===== src/dio_edge_pkg.sv =====
// constants, types and decode helpers shared by the edge capture block
`default_nettype none
package dio_edge_pkg;
    localparam int CHANNELS       = 16;
    localparam int CLK_PERIOD_NS  = 10;
    localparam int BASIC_DELAY_NS = 2560;
    localparam int ALARM_FIXED_NS = 1000;
    localparam int FILTER_UNIT_NS = 2560;
    localparam int TIMER_STEP_NS  = 1000;
    // least times, rounded up to whole cycles; the timer step is divided down without rounding
    localparam int BASIC_DELAY_CYC = (BASIC_DELAY_NS + CLK_PERIOD_NS - 1) / CLK_PERIOD_NS;
    localparam int ALARM_FIXED_CYC = (ALARM_FIXED_NS + CLK_PERIOD_NS - 1) / CLK_PERIOD_NS;
    localparam int FILTER_UNIT_CYC = (FILTER_UNIT_NS + CLK_PERIOD_NS - 1) / CLK_PERIOD_NS;
    localparam int TIMER_STEP_CYC  = TIMER_STEP_NS / CLK_PERIOD_NS;
    localparam logic [15:0] FILTER_MIN = 16'h0001;
    localparam logic [15:0] FILTER_MAX = 16'h3E80;
    localparam logic [6:0] BASIC_IN_BYTES    = 7'h02;
    localparam logic [6:0] ALARM_IN_BYTES    = 7'h30;
    localparam logic [6:0] OUT_BYTES         = 7'h02;
    localparam logic [6:0] ALARM_PARAM_BYTES = 7'h42;
    localparam logic [7:0] REC_DIAG   = 8'h7F;
    localparam logic [7:0] REC_SELECT = 8'h80;
    localparam logic [7:0] REC_FILTER = 8'h81;
    localparam logic [6:0] DIAG_WORD_HI = 7'h00;
    localparam logic [6:0] DIAG_WORD_LO = 7'h01;
    localparam logic [6:0] EDGE_SEL_LAST = 7'h0F;
    localparam logic [6:0] TS_SEL_LAST   = 7'h1F;
    localparam logic [6:0] FILTER_LAST   = 7'h1F;
    localparam logic [15:0] DIAG_ON = 16'h0001;
    localparam logic [5:0] PII_STATE  = 6'h00;
    localparam logic [5:0] PII_EDGE   = 6'h04;
    localparam logic [5:0] PII_LOST   = 6'h08;
    localparam logic [5:0] PII_TS     = 6'h0C;
    localparam logic [5:0] PII_TS_END = 6'h2B;
    typedef enum logic [1:0] {
        SEL_OFF  = 2'b00,
        SEL_RISE = 2'b01,
        SEL_FALL = 2'b10,
        SEL_BOTH = 2'b11
    } sel_t;
    typedef enum logic {
        MODE_BASIC = 1'b0,
        MODE_ALARM = 1'b1
    } mode_t;
    // bit 0 picks rising, bit 1 falling, so both bits give both edges
    function automatic logic selHit(input sel_t sel, input logic rise, input logic fall);
        return (rise && sel[0]) || (fall && sel[1]);
    endfunction
endpackage
`default_nettype wire


===== src/dio16_edge_interrupt_timestamp.sv =====
// 16-channel input side: filter, edge flags, process interrupts, timestamps
`default_nettype none
// Function
// - basic mode: two input and two output bytes, parameter writes refused
// - without a configuration load the block stays in basic mode
// - basic mode input delay is a fixed 2.56 us
// - alarm mode: 48 input bytes, 2 output bytes, 66 parameter bytes
// - alarm mode delay is 1 us plus the channel filter time
// - diag, selection and filter records are accepted and applied at runtime
// - diag word zero equal to one enables diagnostics, zero disables; next word reserved
// - retrigger while a channel interrupt is still pending raises the diagnostic interrupt
// - edge select bits 1:0 choose interrupt on none, rising, falling, both
// - parameter bytes 16 to 31 choose timestamp edge with same coding
// - free running 1 us timer starts at controller boot
// - selected edge copies timer into the channel timestamp slot
// - timestamp taken on the filtered signal, not the raw pin
// - activity lamp lit when input reads one or output is driven
// - common error lamp lit on any output overload or short
// - filter count of 2.56 us units, limited to 1 through 16000
// - edge flag set on an edge, cleared by the controller reading it
// - edge lost set on a further edge before the flag was read
// - only the low 16 timer bits are stored
module dio16_edge_interrupt_timestamp #(
    parameter int CH = dio_edge_pkg::CHANNELS
) (
    // clock and reset
    input  wire logic          mclk,
    input  wire logic          sys_rst,
    // controller configuration and timebase
    input  wire logic          cfgLoad,
    input  wire logic          cfgAlarm,
    input  wire logic          ctrlBoot,
    // parameter record writes
    input  wire logic          prmWrite,
    input  wire logic [7:0]    prmRecord,
    input  wire logic [6:0]    prmIndex,
    input  wire logic [7:0]    prmData,
    output logic               prmErr,
    // input process image reads
    input  wire logic          piiRead,
    input  wire logic [5:0]    piiAddr,
    output logic [7:0]         piiData,
    output logic               piiReadErr,
    // output process image writes
    input  wire logic          piqWrite,
    input  wire logic          piqAddr,
    input  wire logic [7:0]    piqData,
    // interrupts and acknowledge
    input  wire logic          irqAck,
    input  wire logic [3:0]    irqAckChannel,
    output logic [CH-1:0]      procIrq,
    output logic               diagIrq,
    // pins and lamps
    input  wire logic [CH-1:0] inPins,
    input  wire logic [CH-1:0] faultIn,
    output logic [CH-1:0]      outDrive,
    output logic [CH-1:0]      activityLed,
    output logic               errorLed,
    output logic               alarmMode
);
    localparam logic [6:0] PRE_LAST = 7'(dio_edge_pkg::TIMER_STEP_CYC - 1);

    // read of a byte pair clears the matching half of a 16-bit flag set
    function automatic logic [15:0] pairMask(input logic rd, input logic [5:0] a, input logic [5:0] base);
        return {(rd && a == base + 6'h01) ? 8'hFF : 8'h00, (rd && a == base) ? 8'hFF : 8'h00};
    endfunction

    dio_edge_pkg::mode_t mode_reg, mode_next;
    logic [15:0]         diagWord_reg, diagWord_next;
    dio_edge_pkg::sel_t  edgeSel_reg [CH];
    dio_edge_pkg::sel_t  edgeSel_next [CH];
    dio_edge_pkg::sel_t  tsSel_reg [CH];
    dio_edge_pkg::sel_t  tsSel_next [CH];
    logic [15:0]         filterWord_reg [CH];
    logic [15:0]         filterWord_next [CH];
    logic                prmErr_reg, prmErr_next;
    logic                accept, bad, diagEn, alarm;

    assign alarm  = mode_reg == dio_edge_pkg::MODE_ALARM;
    assign diagEn = diagWord_reg == dio_edge_pkg::DIAG_ON;

    always_comb begin
        mode_next = mode_reg;
        if (cfgLoad) mode_next = cfgAlarm ? dio_edge_pkg::MODE_ALARM : dio_edge_pkg::MODE_BASIC;
        diagWord_next   = diagWord_reg;
        edgeSel_next    = edgeSel_reg;
        tsSel_next      = tsSel_reg;
        filterWord_next = filterWord_reg;
        accept = prmWrite && alarm;
        bad = 1'b0;
        if (accept) begin
            unique case (prmRecord)
                dio_edge_pkg::REC_DIAG: begin
                    if (prmIndex == dio_edge_pkg::DIAG_WORD_HI) diagWord_next[15:8] = prmData;
                    else if (prmIndex == dio_edge_pkg::DIAG_WORD_LO) diagWord_next[7:0] = prmData;
                    else if (prmIndex > 7'h03) bad = 1'b1;
                end
                dio_edge_pkg::REC_SELECT: begin
                    // bits 7:2 are dropped on write
                    if (prmIndex <= dio_edge_pkg::EDGE_SEL_LAST)
                        edgeSel_next[prmIndex[3:0]] = dio_edge_pkg::sel_t'(prmData[1:0]);
                    else if (prmIndex <= dio_edge_pkg::TS_SEL_LAST)
                        tsSel_next[prmIndex[3:0]] = dio_edge_pkg::sel_t'(prmData[1:0]);
                    else bad = 1'b1;
                end
                dio_edge_pkg::REC_FILTER: begin
                    if (prmIndex > dio_edge_pkg::FILTER_LAST) bad = 1'b1;
                    else if (prmIndex[0]) filterWord_next[prmIndex[4:1]][7:0] = prmData;
                    else filterWord_next[prmIndex[4:1]][15:8] = prmData;
                end
                default: bad = 1'b1;
            endcase
        end
        prmErr_next = (prmWrite && !alarm) || bad;
    end

    always_ff @(posedge mclk) begin
        if (sys_rst) begin
            mode_reg     <= dio_edge_pkg::MODE_BASIC;
            diagWord_reg <= 16'h0000;
            prmErr_reg   <= 1'b0;
            for (int i = 0; i < CH; i++) begin
                edgeSel_reg[i]    <= dio_edge_pkg::SEL_OFF;
                tsSel_reg[i]      <= dio_edge_pkg::SEL_OFF;
                filterWord_reg[i] <= dio_edge_pkg::FILTER_MIN;
            end
        end else begin
            mode_reg       <= mode_next;
            diagWord_reg   <= diagWord_next;
            prmErr_reg     <= prmErr_next;
            edgeSel_reg    <= edgeSel_next;
            tsSel_reg      <= tsSel_next;
            filterWord_reg <= filterWord_next;
        end
    end

    // synchroniser and filter per channel
    logic [CH-1:0] syncA_reg, syncB_reg, filt;
    always_ff @(posedge mclk) begin
        if (sys_rst) begin
            syncA_reg <= '0;
            syncB_reg <= '0;
        end else begin
            syncA_reg <= inPins;
            syncB_reg <= syncA_reg;
        end
    end

    generate
        for (genvar g = 0; g < CH; g++) begin : gen_chan
            input_filter u_filter (
                .mclk        (mclk),
                .sys_rst     (sys_rst),
                .sampleIn    (syncB_reg[g]),
                .alarmMode   (alarm),
                .filterUnits (filterWord_reg[g]),
                .filtered    (filt[g])
            );
        end
    endgenerate

    // microsecond timebase; held at zero until the controller boots
    logic        run_reg, run_next;
    logic [6:0]  pre_reg, pre_next;
    logic [15:0] usTimer_reg, usTimer_next;
    always_comb begin
        run_next     = run_reg;
        pre_next     = pre_reg;
        usTimer_next = usTimer_reg;
        if (ctrlBoot) begin
            run_next     = 1'b1;
            pre_next     = 7'h00;
            usTimer_next = 16'h0000;
        end else if (run_reg) begin
            if (pre_reg == PRE_LAST) begin
                pre_next     = 7'h00;
                usTimer_next = usTimer_reg + 16'h0001;
            end else begin
                pre_next = pre_reg + 7'h01;
            end
        end
    end

    always_ff @(posedge mclk) begin
        if (sys_rst) begin
            run_reg     <= 1'b0;
            pre_reg     <= 7'h00;
            usTimer_reg <= 16'h0000;
        end else begin
            run_reg     <= run_next;
            pre_reg     <= pre_next;
            usTimer_reg <= usTimer_next;
        end
    end

    // edge evaluation, interrupts, timestamps
    logic [CH-1:0] prev_reg, rise, fall, anyEdge, trig, clrE, clrL, ackMask;
    logic [CH-1:0] edgeFlag_reg, edgeFlag_next, edgeLost_reg, edgeLost_next;
    logic [CH-1:0] pending_reg, pending_next;
    logic          diagIrq_reg, diagIrq_next;
    logic [15:0]   ts_reg [CH];
    logic [15:0]   ts_next [CH];

    assign clrE    = pairMask(piiRead && alarm, piiAddr, dio_edge_pkg::PII_EDGE);
    assign clrL    = pairMask(piiRead && alarm, piiAddr, dio_edge_pkg::PII_LOST);
    assign ackMask = irqAck ? (CH'(1) << irqAckChannel) : '0;

    always_comb begin
        ts_next = ts_reg;
        for (int i = 0; i < CH; i++) begin
            rise[i]    = filt[i] && !prev_reg[i];
            fall[i]    = !filt[i] && prev_reg[i];
            anyEdge[i] = alarm && (rise[i] || fall[i]);
            trig[i]    = alarm && dio_edge_pkg::selHit(edgeSel_reg[i], rise[i], fall[i]);
            if (alarm && dio_edge_pkg::selHit(tsSel_reg[i], rise[i], fall[i]))
                ts_next[i] = usTimer_reg;
        end
        // a new event wins over a clear landing in the same cycle
        edgeFlag_next = anyEdge | (edgeFlag_reg & ~clrE);
        edgeLost_next = (anyEdge & edgeFlag_reg & ~clrE) | (edgeLost_reg & ~clrL);
        pending_next  = trig | (pending_reg & ~ackMask);
        diagIrq_next  = diagEn && |(trig & pending_reg);
    end

    always_ff @(posedge mclk) begin
        if (sys_rst) begin
            prev_reg     <= '0;
            edgeFlag_reg <= '0;
            edgeLost_reg <= '0;
            pending_reg  <= '0;
            diagIrq_reg  <= 1'b0;
            for (int i = 0; i < CH; i++) ts_reg[i] <= 16'h0000;
        end else begin
            prev_reg     <= filt;
            edgeFlag_reg <= edgeFlag_next;
            edgeLost_reg <= edgeLost_next;
            pending_reg  <= pending_next;
            diagIrq_reg  <= diagIrq_next;
            ts_reg       <= ts_next;
        end
    end

    // process image read port, output image and lamps
    logic [7:0]    piiData_reg, piiData_next;
    logic          piiErr_reg, piiErr_next;
    logic [CH-1:0] outDrive_reg, outDrive_next, actLed_reg, actLed_next;
    logic          errLed_reg;
    logic [6:0]    piiLimit;
    logic [5:0]    tsOff;
    logic [15:0]   tsWord;

    always_comb begin
        piiLimit     = alarm ? dio_edge_pkg::ALARM_IN_BYTES : dio_edge_pkg::BASIC_IN_BYTES;
        tsOff        = piiAddr - dio_edge_pkg::PII_TS;
        tsWord       = ts_reg[{tsOff[4:2], tsOff[1]}];
        piiData_next = 8'h00;
        piiErr_next  = 1'b0;
        if (piiRead) begin
            if ({1'b0, piiAddr} >= piiLimit) piiErr_next = 1'b1;
            else if (piiAddr == dio_edge_pkg::PII_STATE) piiData_next = filt[7:0];
            else if (piiAddr == dio_edge_pkg::PII_STATE + 6'h01) piiData_next = filt[15:8];
            else if (piiAddr == dio_edge_pkg::PII_EDGE) piiData_next = edgeFlag_reg[7:0];
            else if (piiAddr == dio_edge_pkg::PII_EDGE + 6'h01) piiData_next = edgeFlag_reg[15:8];
            else if (piiAddr == dio_edge_pkg::PII_LOST) piiData_next = edgeLost_reg[7:0];
            else if (piiAddr == dio_edge_pkg::PII_LOST + 6'h01) piiData_next = edgeLost_reg[15:8];
            else if (piiAddr >= dio_edge_pkg::PII_TS && piiAddr <= dio_edge_pkg::PII_TS_END)
                piiData_next = tsOff[0] ? tsWord[7:0] : tsWord[15:8];
        end
        outDrive_next = outDrive_reg;
        if (piqWrite && !piqAddr) outDrive_next[7:0] = piqData;
        if (piqWrite && piqAddr) outDrive_next[15:8] = piqData;
        actLed_next = filt | outDrive_reg;
    end

    always_ff @(posedge mclk) begin
        if (sys_rst) begin
            piiData_reg  <= 8'h00;
            piiErr_reg   <= 1'b0;
            outDrive_reg <= '0;
            actLed_reg   <= '0;
            errLed_reg   <= 1'b0;
        end else begin
            piiData_reg  <= piiData_next;
            piiErr_reg   <= piiErr_next;
            outDrive_reg <= outDrive_next;
            actLed_reg   <= actLed_next;
            errLed_reg   <= |faultIn;
        end
    end

    assign piiData     = piiData_reg;
    assign piiReadErr  = piiErr_reg;
    assign prmErr      = prmErr_reg;
    assign procIrq     = pending_reg;
    assign diagIrq     = diagIrq_reg;
    assign outDrive    = outDrive_reg;
    assign activityLed = actLed_reg;
    assign errorLed    = errLed_reg;
    assign alarmMode   = mode_reg;
endmodule
`default_nettype wire


===== src/input_filter.sv =====
// per-channel input delay and stability filter
`default_nettype none
module input_filter #(
    parameter int UNIT_CYC  = dio_edge_pkg::FILTER_UNIT_CYC,
    parameter int BASIC_CYC = dio_edge_pkg::BASIC_DELAY_CYC,
    parameter int FIXED_CYC = dio_edge_pkg::ALARM_FIXED_CYC
) (
    // clock and reset
    input  wire logic        mclk,
    input  wire logic        sys_rst,
    // sample and setup
    input  wire logic        sampleIn,
    input  wire logic        alarmMode,
    input  wire logic [15:0] filterUnits,
    // result
    output logic             filtered
);
    localparam logic [8:0] UNIT_LAST  = 9'(UNIT_CYC - 1);
    localparam logic [8:0] BASIC_LAST = 9'(BASIC_CYC - 1);
    localparam logic [8:0] FIXED_LAST = 9'(FIXED_CYC - 1);

    logic [8:0]  cyc_reg,  cyc_next;
    logic [15:0] unit_reg, unit_next;
    logic        done_reg, done_next;
    logic        filt_reg, filt_next;
    logic [15:0] need;
    logic [8:0]  fixedLast;

    always_comb begin
        need = 16'h0000;
        if (alarmMode) begin
            if (filterUnits < dio_edge_pkg::FILTER_MIN) need = dio_edge_pkg::FILTER_MIN;
            else if (filterUnits > dio_edge_pkg::FILTER_MAX) need = dio_edge_pkg::FILTER_MAX;
            else need = filterUnits;
        end
        fixedLast = alarmMode ? FIXED_LAST : BASIC_LAST;
        cyc_next  = cyc_reg;
        unit_next = unit_reg;
        done_next = done_reg;
        filt_next = filt_reg;
        // any bounce restarts the wait, so a level must hold the whole delay
        if (sampleIn == filt_reg) begin
            cyc_next  = 9'h000;
            unit_next = 16'h0000;
            done_next = 1'b0;
        end else if (!done_reg) begin
            if (cyc_reg == fixedLast) begin
                cyc_next = 9'h000;
                if (need == 16'h0000) filt_next = sampleIn;
                else done_next = 1'b1;
            end else begin
                cyc_next = cyc_reg + 9'h001;
            end
        end else if (cyc_reg == UNIT_LAST) begin
            cyc_next = 9'h000;
            if (unit_reg == need - 16'h0001) begin
                filt_next = sampleIn;
                done_next = 1'b0;
                unit_next = 16'h0000;
            end else begin
                unit_next = unit_reg + 16'h0001;
            end
        end else begin
            cyc_next = cyc_reg + 9'h001;
        end
    end

    always_ff @(posedge mclk) begin
        if (sys_rst) begin
            cyc_reg  <= 9'h000;
            unit_reg <= 16'h0000;
            done_reg <= 1'b0;
            filt_reg <= 1'b0;
        end else begin
            cyc_reg  <= cyc_next;
            unit_reg <= unit_next;
            done_reg <= done_next;
            filt_reg <= filt_next;
        end
    end

    assign filtered = filt_reg;
endmodule
`default_nettype wire


===== config.mk =====
export PLATFORM = sky130hd
export DESIGN_NAME = dio16_edge_interrupt_timestamp
export DESIGN_NICKNAME = d
export VERILOG_FILES = /design/src/dio_edge_pkg.sv /design/src/dio16_edge_interrupt_timestamp.sv /design/src/input_filter.sv
export SDC_FILE = /design/constraint.sdc
export NUM_CORES = 2
export LEC_CHECK = 0
export ABC_CLOCK_PERIOD_IN_PS = 5000
export BUFFER_PORTS_ARGS = -buffer_cell sky130_fd_sc_hd__buf_2
export CORE_MARGIN = 1
export CORE_UTILIZATION = 50
export DETAILED_ROUTE_END_ITERATION = 10
export PLACE_DENSITY = 0.73
export SYNTH_ARGS = -nofsm -noshare
export SYNTH_HDL_FRONTEND = slang
export SYNTH_SLANG_ARGS = --single-unit

===== constraint.sdc =====
create_clock -name mclk -period 5 [get_ports mclk]
set_clock_uncertainty 0.2 [all_clocks]
set_input_delay 0.25 -clock mclk [delete_from_list [all_inputs] [get_ports mclk]]
set_output_delay 0.25 -clock mclk [all_outputs]
set_load 0.02 [all_outputs]

Word-level counts from Yosys, hierarchy flattened
Index checks and enable logic that the tools add are counted.
{"block": "word_totals", "elab_cells": 1048, "output_inout_bits": 61, "regBits": 1189, "input_bits": 83}
{"block": "op_classes", "muxes": 312, "n_shift": 1, "eq_ne": 107, "bitwise_logic": 36, "add_sub_neg": 51, "n_reduce_logical": 349, "n_lt_le_gt_ge": 44}
{"op": "$mux W16", "count": 68}
{"op": "$bwmux W256", "count": 2}
{"op": "$mux W9", "count": 48}
{"op": "$add A16 B1 Y16 const B", "count": 17}
{"op": "$eq A16 B16 Y1", "count": 16}
{"op": "$gt A16 B14 Y1 const B", "count": 16}
{"op": "$logic_not A16 Y1", "count": 16}
{"op": "$lt A16 B1 Y1 const B", "count": 16}
{"op": "$mux W256", "count": 1}
{"op": "$sub A16 B1 Y16 const B", "count": 16}
{"op": "$mux W1", "count": 169}
{"op": "$logic_and A1 B1 Y1", "count": 157}
{"op": "$add A9 B1 Y9 const B", "count": 16}
{"op": "$eq A9 B8 Y1 const B", "count": 16}
{"op": "$demux W16 S4", "count": 2}
{"op": "$mux W8", "count": 14}
{"op": "$and A16 B16 Y16", "count": 6}
{"op": "$eq A9 B8 Y1", "count": 9}
{"op": "$reduce_and A5 Y1", "count": 16}
{"op": "$bmux W16 S4", "count": 1}
{"op": "$bwmux W32", "count": 2}
{"op": "$ne A2 B2 Y1 const B", "count": 32}
{"op": "$or A16 B16 Y16", "count": 4}
{"op": "$reduce_bool A2 Y1", "count": 32}
{"op": "40 further kinds", "count": 208}

Logic depth before layout (Yosys ltp)
{"block": "logic_depth", "ltp_word": 13, "depth_mapped": 25, "ltp_nobuf": 16}

Cells and area by module
Synthesis repeated with hierarchy kept, for this count alone.
{"block": "hier_totals", "hier_cells": 7624, "hier_area_um2": 65648.0}
{"module": "dio16_edge_interrupt_timestamp", "n_inst": 1, "area_per_inst_um2": 31013.5, "cells_each": 3139, "seq_area_each_um2": 15154.5}
{"module": "input_filter (gen_chan[0].u_filter ...)", "n_inst": 14, "area_per_inst_um2": 2140.8, "cells_each": 276, "seq_area_each_um2": 540.5}
{"module": "input_filter (gen_chan[8].u_filter)", "n_inst": 1, "area_per_inst_um2": 2332.2, "cells_each": 312, "seq_area_each_um2": 540.5}
{"module": "input_filter (gen_chan[9].u_filter)", "n_inst": 1, "area_per_inst_um2": 2331.0, "cells_each": 309, "seq_area_each_um2": 540.5}

Worst setup path before layout
No wires, ideal clock.
{"block": "synth_timing", "path_type": "flip-flop to flip-flop", "start": "register mode_reg (netlist: alarmMode)", "end": "register gen_chan[12].u_filter.filt_reg", "setup_time_ps": 123, "t_required_ps": 4677, "path_stages_with_launch": 23, "path_buffers": 11, "setup_slack_ps": -556, "t_arrival_ps": 5233, "period_less_slack_ps": 5556, "path_cell_list": "dfxtp_1 > buf_2 > buf_2 > buf_2 > buf_2 > buf_2 > buf_2 > buf_2 > buf_2 > buf_1 > buf_1 > clkbuf_1 > nand2_1 > ha_1 > or3b_2 > nor4_1 > nand2_1 > o31ai_1 > xor2_1 > a311oi_1 > nand4_1 > o41ai_2 > mux2_1"}
{"block": "synth_via", "elab_chain_len": 5, "word_cells_on_any_way": 10, "classes_between": "add/sub: 1; eq/ne: 3; mux: 2; reduce/logical: 4"}
{"item": "start, declared", "line_no": "dio16_edge_interrupt_timestamp.sv:68", "text": "dio_edge_pkg::mode_t mode_reg, mode_next;"}
{"item": "start signal, assigned", "line_no": "dio16_edge_interrupt_timestamp.sv:119", "text": "mode_reg <= dio_edge_pkg::MODE_BASIC;"}
{"item": "start signal, assigned", "line_no": "dio16_edge_interrupt_timestamp.sv:128", "text": "mode_reg <= mode_next;"}
{"item": "$mux W16", "line_no": "input_filter.sv:31", "text": "if (alarmMode) begin"}
{"item": "$sub A16 B1 Y16", "line_no": "input_filter.sv:56", "text": "if (unit_reg == need - 16'h0001) begin"}
{"item": "$eq A16 B16 Y1", "line_no": "input_filter.sv:56"}
{"item": "$ne A2 B2 Y1 (no line)"}
{"item": "$reduce_and A5 Y1 (no line) (*)"}
{"item": "end signal, assigned", "line_no": "input_filter.sv:78", "text": "filt_reg <= filt_next;"}
{"item": "end, declared", "line_no": "input_filter.sv:25", "text": "logic filt_reg, filt_next;"}
Mark *: on every way between the ends. The rest lies on a longest branch, timed or not.
A chain may end at the register's enable or synchronous reset.

Final worst setup path
{"block": "layout_timing", "start": "register filterWord_reg[57] (netlist name)", "end": "register gen_chan[12].u_filter.filt_reg"}
{"block": "layout_via", "elab_chain_len": 8, "word_cells_on_any_way": 11, "classes_between": "add/sub: 1; order compare: 2; eq/ne: 2; mux: 3; reduce/logical: 3"}
{"item": "start, declared", "line_no": "dio16_edge_interrupt_timestamp.sv:74", "text": "logic [15:0] filterWord_reg [CH];"}
{"item": "start signal, assigned by index", "line_no": "dio16_edge_interrupt_timestamp.sv:125", "text": "filterWord_reg[i] <= dio_edge_pkg::FILTER_MIN;"}
{"item": "start signal, assigned", "line_no": "dio16_edge_interrupt_timestamp.sv:133", "text": "filterWord_reg <= filterWord_next;"}
{"item": "$gt A16 B14 Y1", "line_no": "input_filter.sv:33", "text": "else if (filterUnits > dio_edge_pkg::FILTER_MAX) need = dio_edge_pkg::FILTER_MAX;"}
{"item": "$mux W16", "line_no": "input_filter.sv:33"}
{"item": "$mux W16 (*)", "line_no": "input_filter.sv:32", "text": "if (filterUnits < dio_edge_pkg::FILTER_MIN) need = dio_edge_pkg::FILTER_MIN;"}
{"item": "$mux W16 (*)", "line_no": "input_filter.sv:31"}
{"item": "$sub A16 B1 Y16", "line_no": "input_filter.sv:56"}
{"item": "$eq A16 B16 Y1", "line_no": "input_filter.sv:56"}
{"item": "$ne A2 B2 Y1 (no line)"}
{"item": "$reduce_and A5 Y1 (no line) (*)"}
Marks and branches as above.

==> flow_summary.yaml <==
sta:
  finalSetupTns_ns: 0
  rsz0062_at_grt: "false"
  worst_slew_pin_slew_ns: 1.20
  whs_ns: 0.0494
  fmax_mhz: 212
  setup_slack_ns: 0.292
  hold_violations: 0
  min_period_over_period_pct: 94.2
  setup_viol: 0
  slew-limit-headroom_pct: 19.3
  maxSlewViolCount: 0
  fin_crit_ns: 4.71
power:
  peakVddDrop_uv: 368
  power.switching_w: 0.00500
  cellInternalPower_w: 0.0158
  combPwrFrac_pct: 5.0
  clkPwrFrac_pct: 49.1
  power_density_nw_per_um2: 285
  p_total_w: 0.0208
  p_sw_share_pct: 24.1
  p_leak_nw: 27.8
  p_seq_share_pct: 45.9
global_route:
  grt_max_degree: 165
  grt_overflow: 0
  antenna_found_initial: 4
  grt_pass1_wl_um: 296000
  grt_pass1_vias: 55331
  track_usage_pct: 27.3
clock_network:
  cts.clk_slew.worst_paths_ns: 0.06
  clock_path_buffers: 3
  cts_sinks: 1189
  cts_root_buf: "clkbuf_16"
  h-tree-depth: 4
  cts_tree: "done"
  clock_latency_ns: 0.78
  post_cts_buffers: 0
  cts_inserted_buffers: 133
detailed_routing:
  via_per_inst: 5.98
  highest_layer: "met5"
  wire_per_inst_um: 18.8
  route.met3.wl_um: 12400
  firstDrtPassIters: 6
  drtIter0Drc: 5264
  detail-route-antenna-nets: 0
  drcViolationCount: 0
  met2_length_um: 84200
  drt-total-wl_um: 185000
  drt-met1-wl_um: 82000
  num_vias: 58864
placement:
  io_buffers: 143
  dp_hpwl_um: 125000
  post-place-ws_ns: 0.350
  routabilityCongestion: 0.949
floorplanning:
  ios: 144
  core_area_um2: 130000
  die_y_um: 364
  die_area_um2: 132000
  initial_core_util_pct: 50.4
  fp.dieW_um: 364
  rows: 132
critical_path:
  max_stage_delay_ns: 0.57
  cp.required_ns: 5.45
  crit_buf_inv: 0
  path_delay_family: "simple AND/OR/NAND/NOR gates"
  cp_slowest_cell: "or4_1"
  cp_max_fo: 10
  start_kind: "flip-flop"
  path_cells: "or4_1, nor3_1, a31o_2, nor2_1, nand2_1, ha_2, or3b_4, nor4_4, nand2_2, o31ai_4, xor2_1, a311oi_1, nand4_1, o41ai_2, mux2_1"
  critical_path_arrival_ns: 5.16
  critPathKind: "reg2reg"
  crit_path_end_kind: "flip-flop"
yosys:
  seq_area_frac_synth_pct: 36.4
  synth-main-ff-cell: "dfxtp_1"
  synthesis.area_um2: 65400
  syn-instance-count: 8024
  synth_nets: 8228
  synth_edf_count: 0
  yosys_warnings: 0
  avgSynthCellArea_um2: 8.15
  ys_ff_latch: 1189
  synth.distinct_cells: 104
  async_reset_ff_share_pct: 0
hold_path:
  hp-class: "in2reg"
cells_and_area:
  drive_above_1_share_pct: 9.46
  final_cell_mix: "1197 x nor2_1, 1188 x dfxtp_1, 697 x nand2_1, 449 x a21oi_1, 408 x nand3_1"
  layout_commonest_cell: "nor2_1"
  finalNetCount: 8191
  area.growth.synth_to_final_pct: 11.3
outcome:
  outcome: "complete, no violations"
job:
  maxCapViolations: 0
per-layer routing:
| metal | up-vias | global-route usage, % |
|---|---|---|
| li1 | 28348 | - |
| met1 | 28195 | 36.7 |
| met2 | 1955 | 44.2 |
| met3 | 362 | 3.96 |
| met4 | 4 | 9.96 |
| met5 | - | 0 |
layout make-up:
| type | count | area (µm²) |
|---|---|---|
| multi-input cells | 6126 | 38900 |
| repair buffers | 359 | 2620 |
| well taps | 1742 | 2180 |
| diodes | 2 | 5.00 |
| flip-flops and latches | 1189 | 23800 |
| clock buffers | 188 | 3870 |
| inverters | 178 | 673 |
| fillers | 11663 | 56800 |
| clock inverters | 55 | 758 |
per-stage QoR:
| step | area [µm²] | util (%) | cells |
|---|---|---|---|
| finish | 72800 | 56.2 | 9839 |
| global route | 72800 | 56.2 | 9837 |
| CTS | 72800 | 56.1 | 9837 |
| detailed placement | 67400 | 52.0 | 9517 |
| global placement | 67400 | 52.0 | 9517 |
| floorplan | 65500 | - | 8024 |
cell families after synthesis:
group	synth area share (%)
AOI/OAI and AO/OA	14.0
xor gates and xnor gates	7.51
adders and majority gates	2.32
buffers and inverters	4.27
DFF	36.4
muxes	9.27
and+or+nand+nor	26.2
synth_stat cells (19+ instances only):
| cell type | number | area share, % |
|---|---|---|
| mux2i_1 | 400 | 6.1 |
| ha_1 | 121 | 2.3 |
| and2_1 | 80 | 0.77 |
| nor3_2 | 19 | 0.29 |
| nand3_1 | 408 | 3.1 |
| buf_1 | 47 | 0.27 |
| buf_2 | 54 | 0.41 |
| a22oi_1 | 22 | 0.25 |
| or2_2 | 62 | 0.59 |
| nor4_1 | 106 | 1.0 |
| o31ai_1 | 46 | 0.53 |
| nand2b_1 | 68 | 0.65 |
| a22o_1 | 34 | 0.46 |
| clkbuf_1 | 417 | 2.4 |
| nor2b_1 | 95 | 0.91 |
| xnor2_1 | 240 | 3.2 |
| xor2_1 | 321 | 4.3 |
| mux4_2 | 80 | 2.8 |
| a21oi_1 | 450 | 3.4 |
| nand3b_1 | 23 | 0.26 |
| o211ai_1 | 72 | 0.83 |
| o2111ai_1 | 21 | 0.28 |
| a211oi_1 | 63 | 0.72 |
| inv_1 | 177 | 1.0 |
| and3_1 | 110 | 1.1 |
| nor3_1 | 205 | 1.6 |
| o21ai_0 | 291 | 2.2 |
| nand4_1 | 146 | 1.4 |
| a211o_1 | 19 | 0.25 |
| or4_1 | 62 | 0.71 |
| nand2_1 | 698 | 4.0 |
| or3_1 | 104 | 0.99 |
| a31oi_1 | 67 | 0.64 |
| and4_1 | 36 | 0.48 |
| o21a_1 | 22 | 0.25 |
| dfxtp_1 | 1189 | 36 |
| mux2_2 | 21 | 0.36 |
| nor2_1 | 1198 | 6.9 |
| o22ai_1 | 31 | 0.30 |
| a21o_1 | 22 | 0.25 |
worst register-to-register path, delay by kind of cell, from the launching register on:
family / cells / cell delay (ns)
AO/OA/AOI/OAI: 4 / 1.19
adder cells (fa/ha/maj): 1 / 0.17
flip-flops: 1 / 0.40
AND/OR/NAND/NOR: 8 / 2.19
multiplexers: 1 / 0.35
XOR/XNOR: 1 / 0.11
path summary, 6_finish.rpt:
path | slack [ns] | from | cells past startpoint | to
worst min register to register | 0.24 | syncA_reg[4]$_SDFF_PP0_ | 1 | syncB_reg[4]$_SDFF_PP0_
worst max-delay path | 0.29 | filterWord_reg[57]$_SDFFE_PP0P_ | 15 | gen_chan[12].u_filter.filtered$_SDFFE_PP0P_
worst max register to register | 0.29 | filterWord_reg[57]$_SDFFE_PP0P_ | 15 | gen_chan[12].u_filter.filtered$_SDFFE_PP0P_
worst min-delay path | 0.05 | inPins[1] | 3 | syncA_reg[1]$_SDFF_PP0_
timing repair:
| action | 4_1_cts | 5_1_grt |
|---|---|---|
| gates resized for setup | 0 | 6 |
| endpoints found under the hold margin | 338 | 0 |
| hold buffers | 77 | 0 |
| setup endpoints to repair | 0 | 79 |
power groups by stage:
stage          registers [W]  clock network, W  logic (W)
5_1_grt              0.00953            0.0108    0.00110
3_5_place_dp         0.00974                 0   0.000964
2_1_floorplan        0.00974                 0   0.000644
6_report             0.00953            0.0102    0.00103
4_1_cts              0.00953            0.0104    0.00101
3_3_place_gp         0.00974                 0   0.000956
Note: power is estimated with default switching activity, not from simulation.
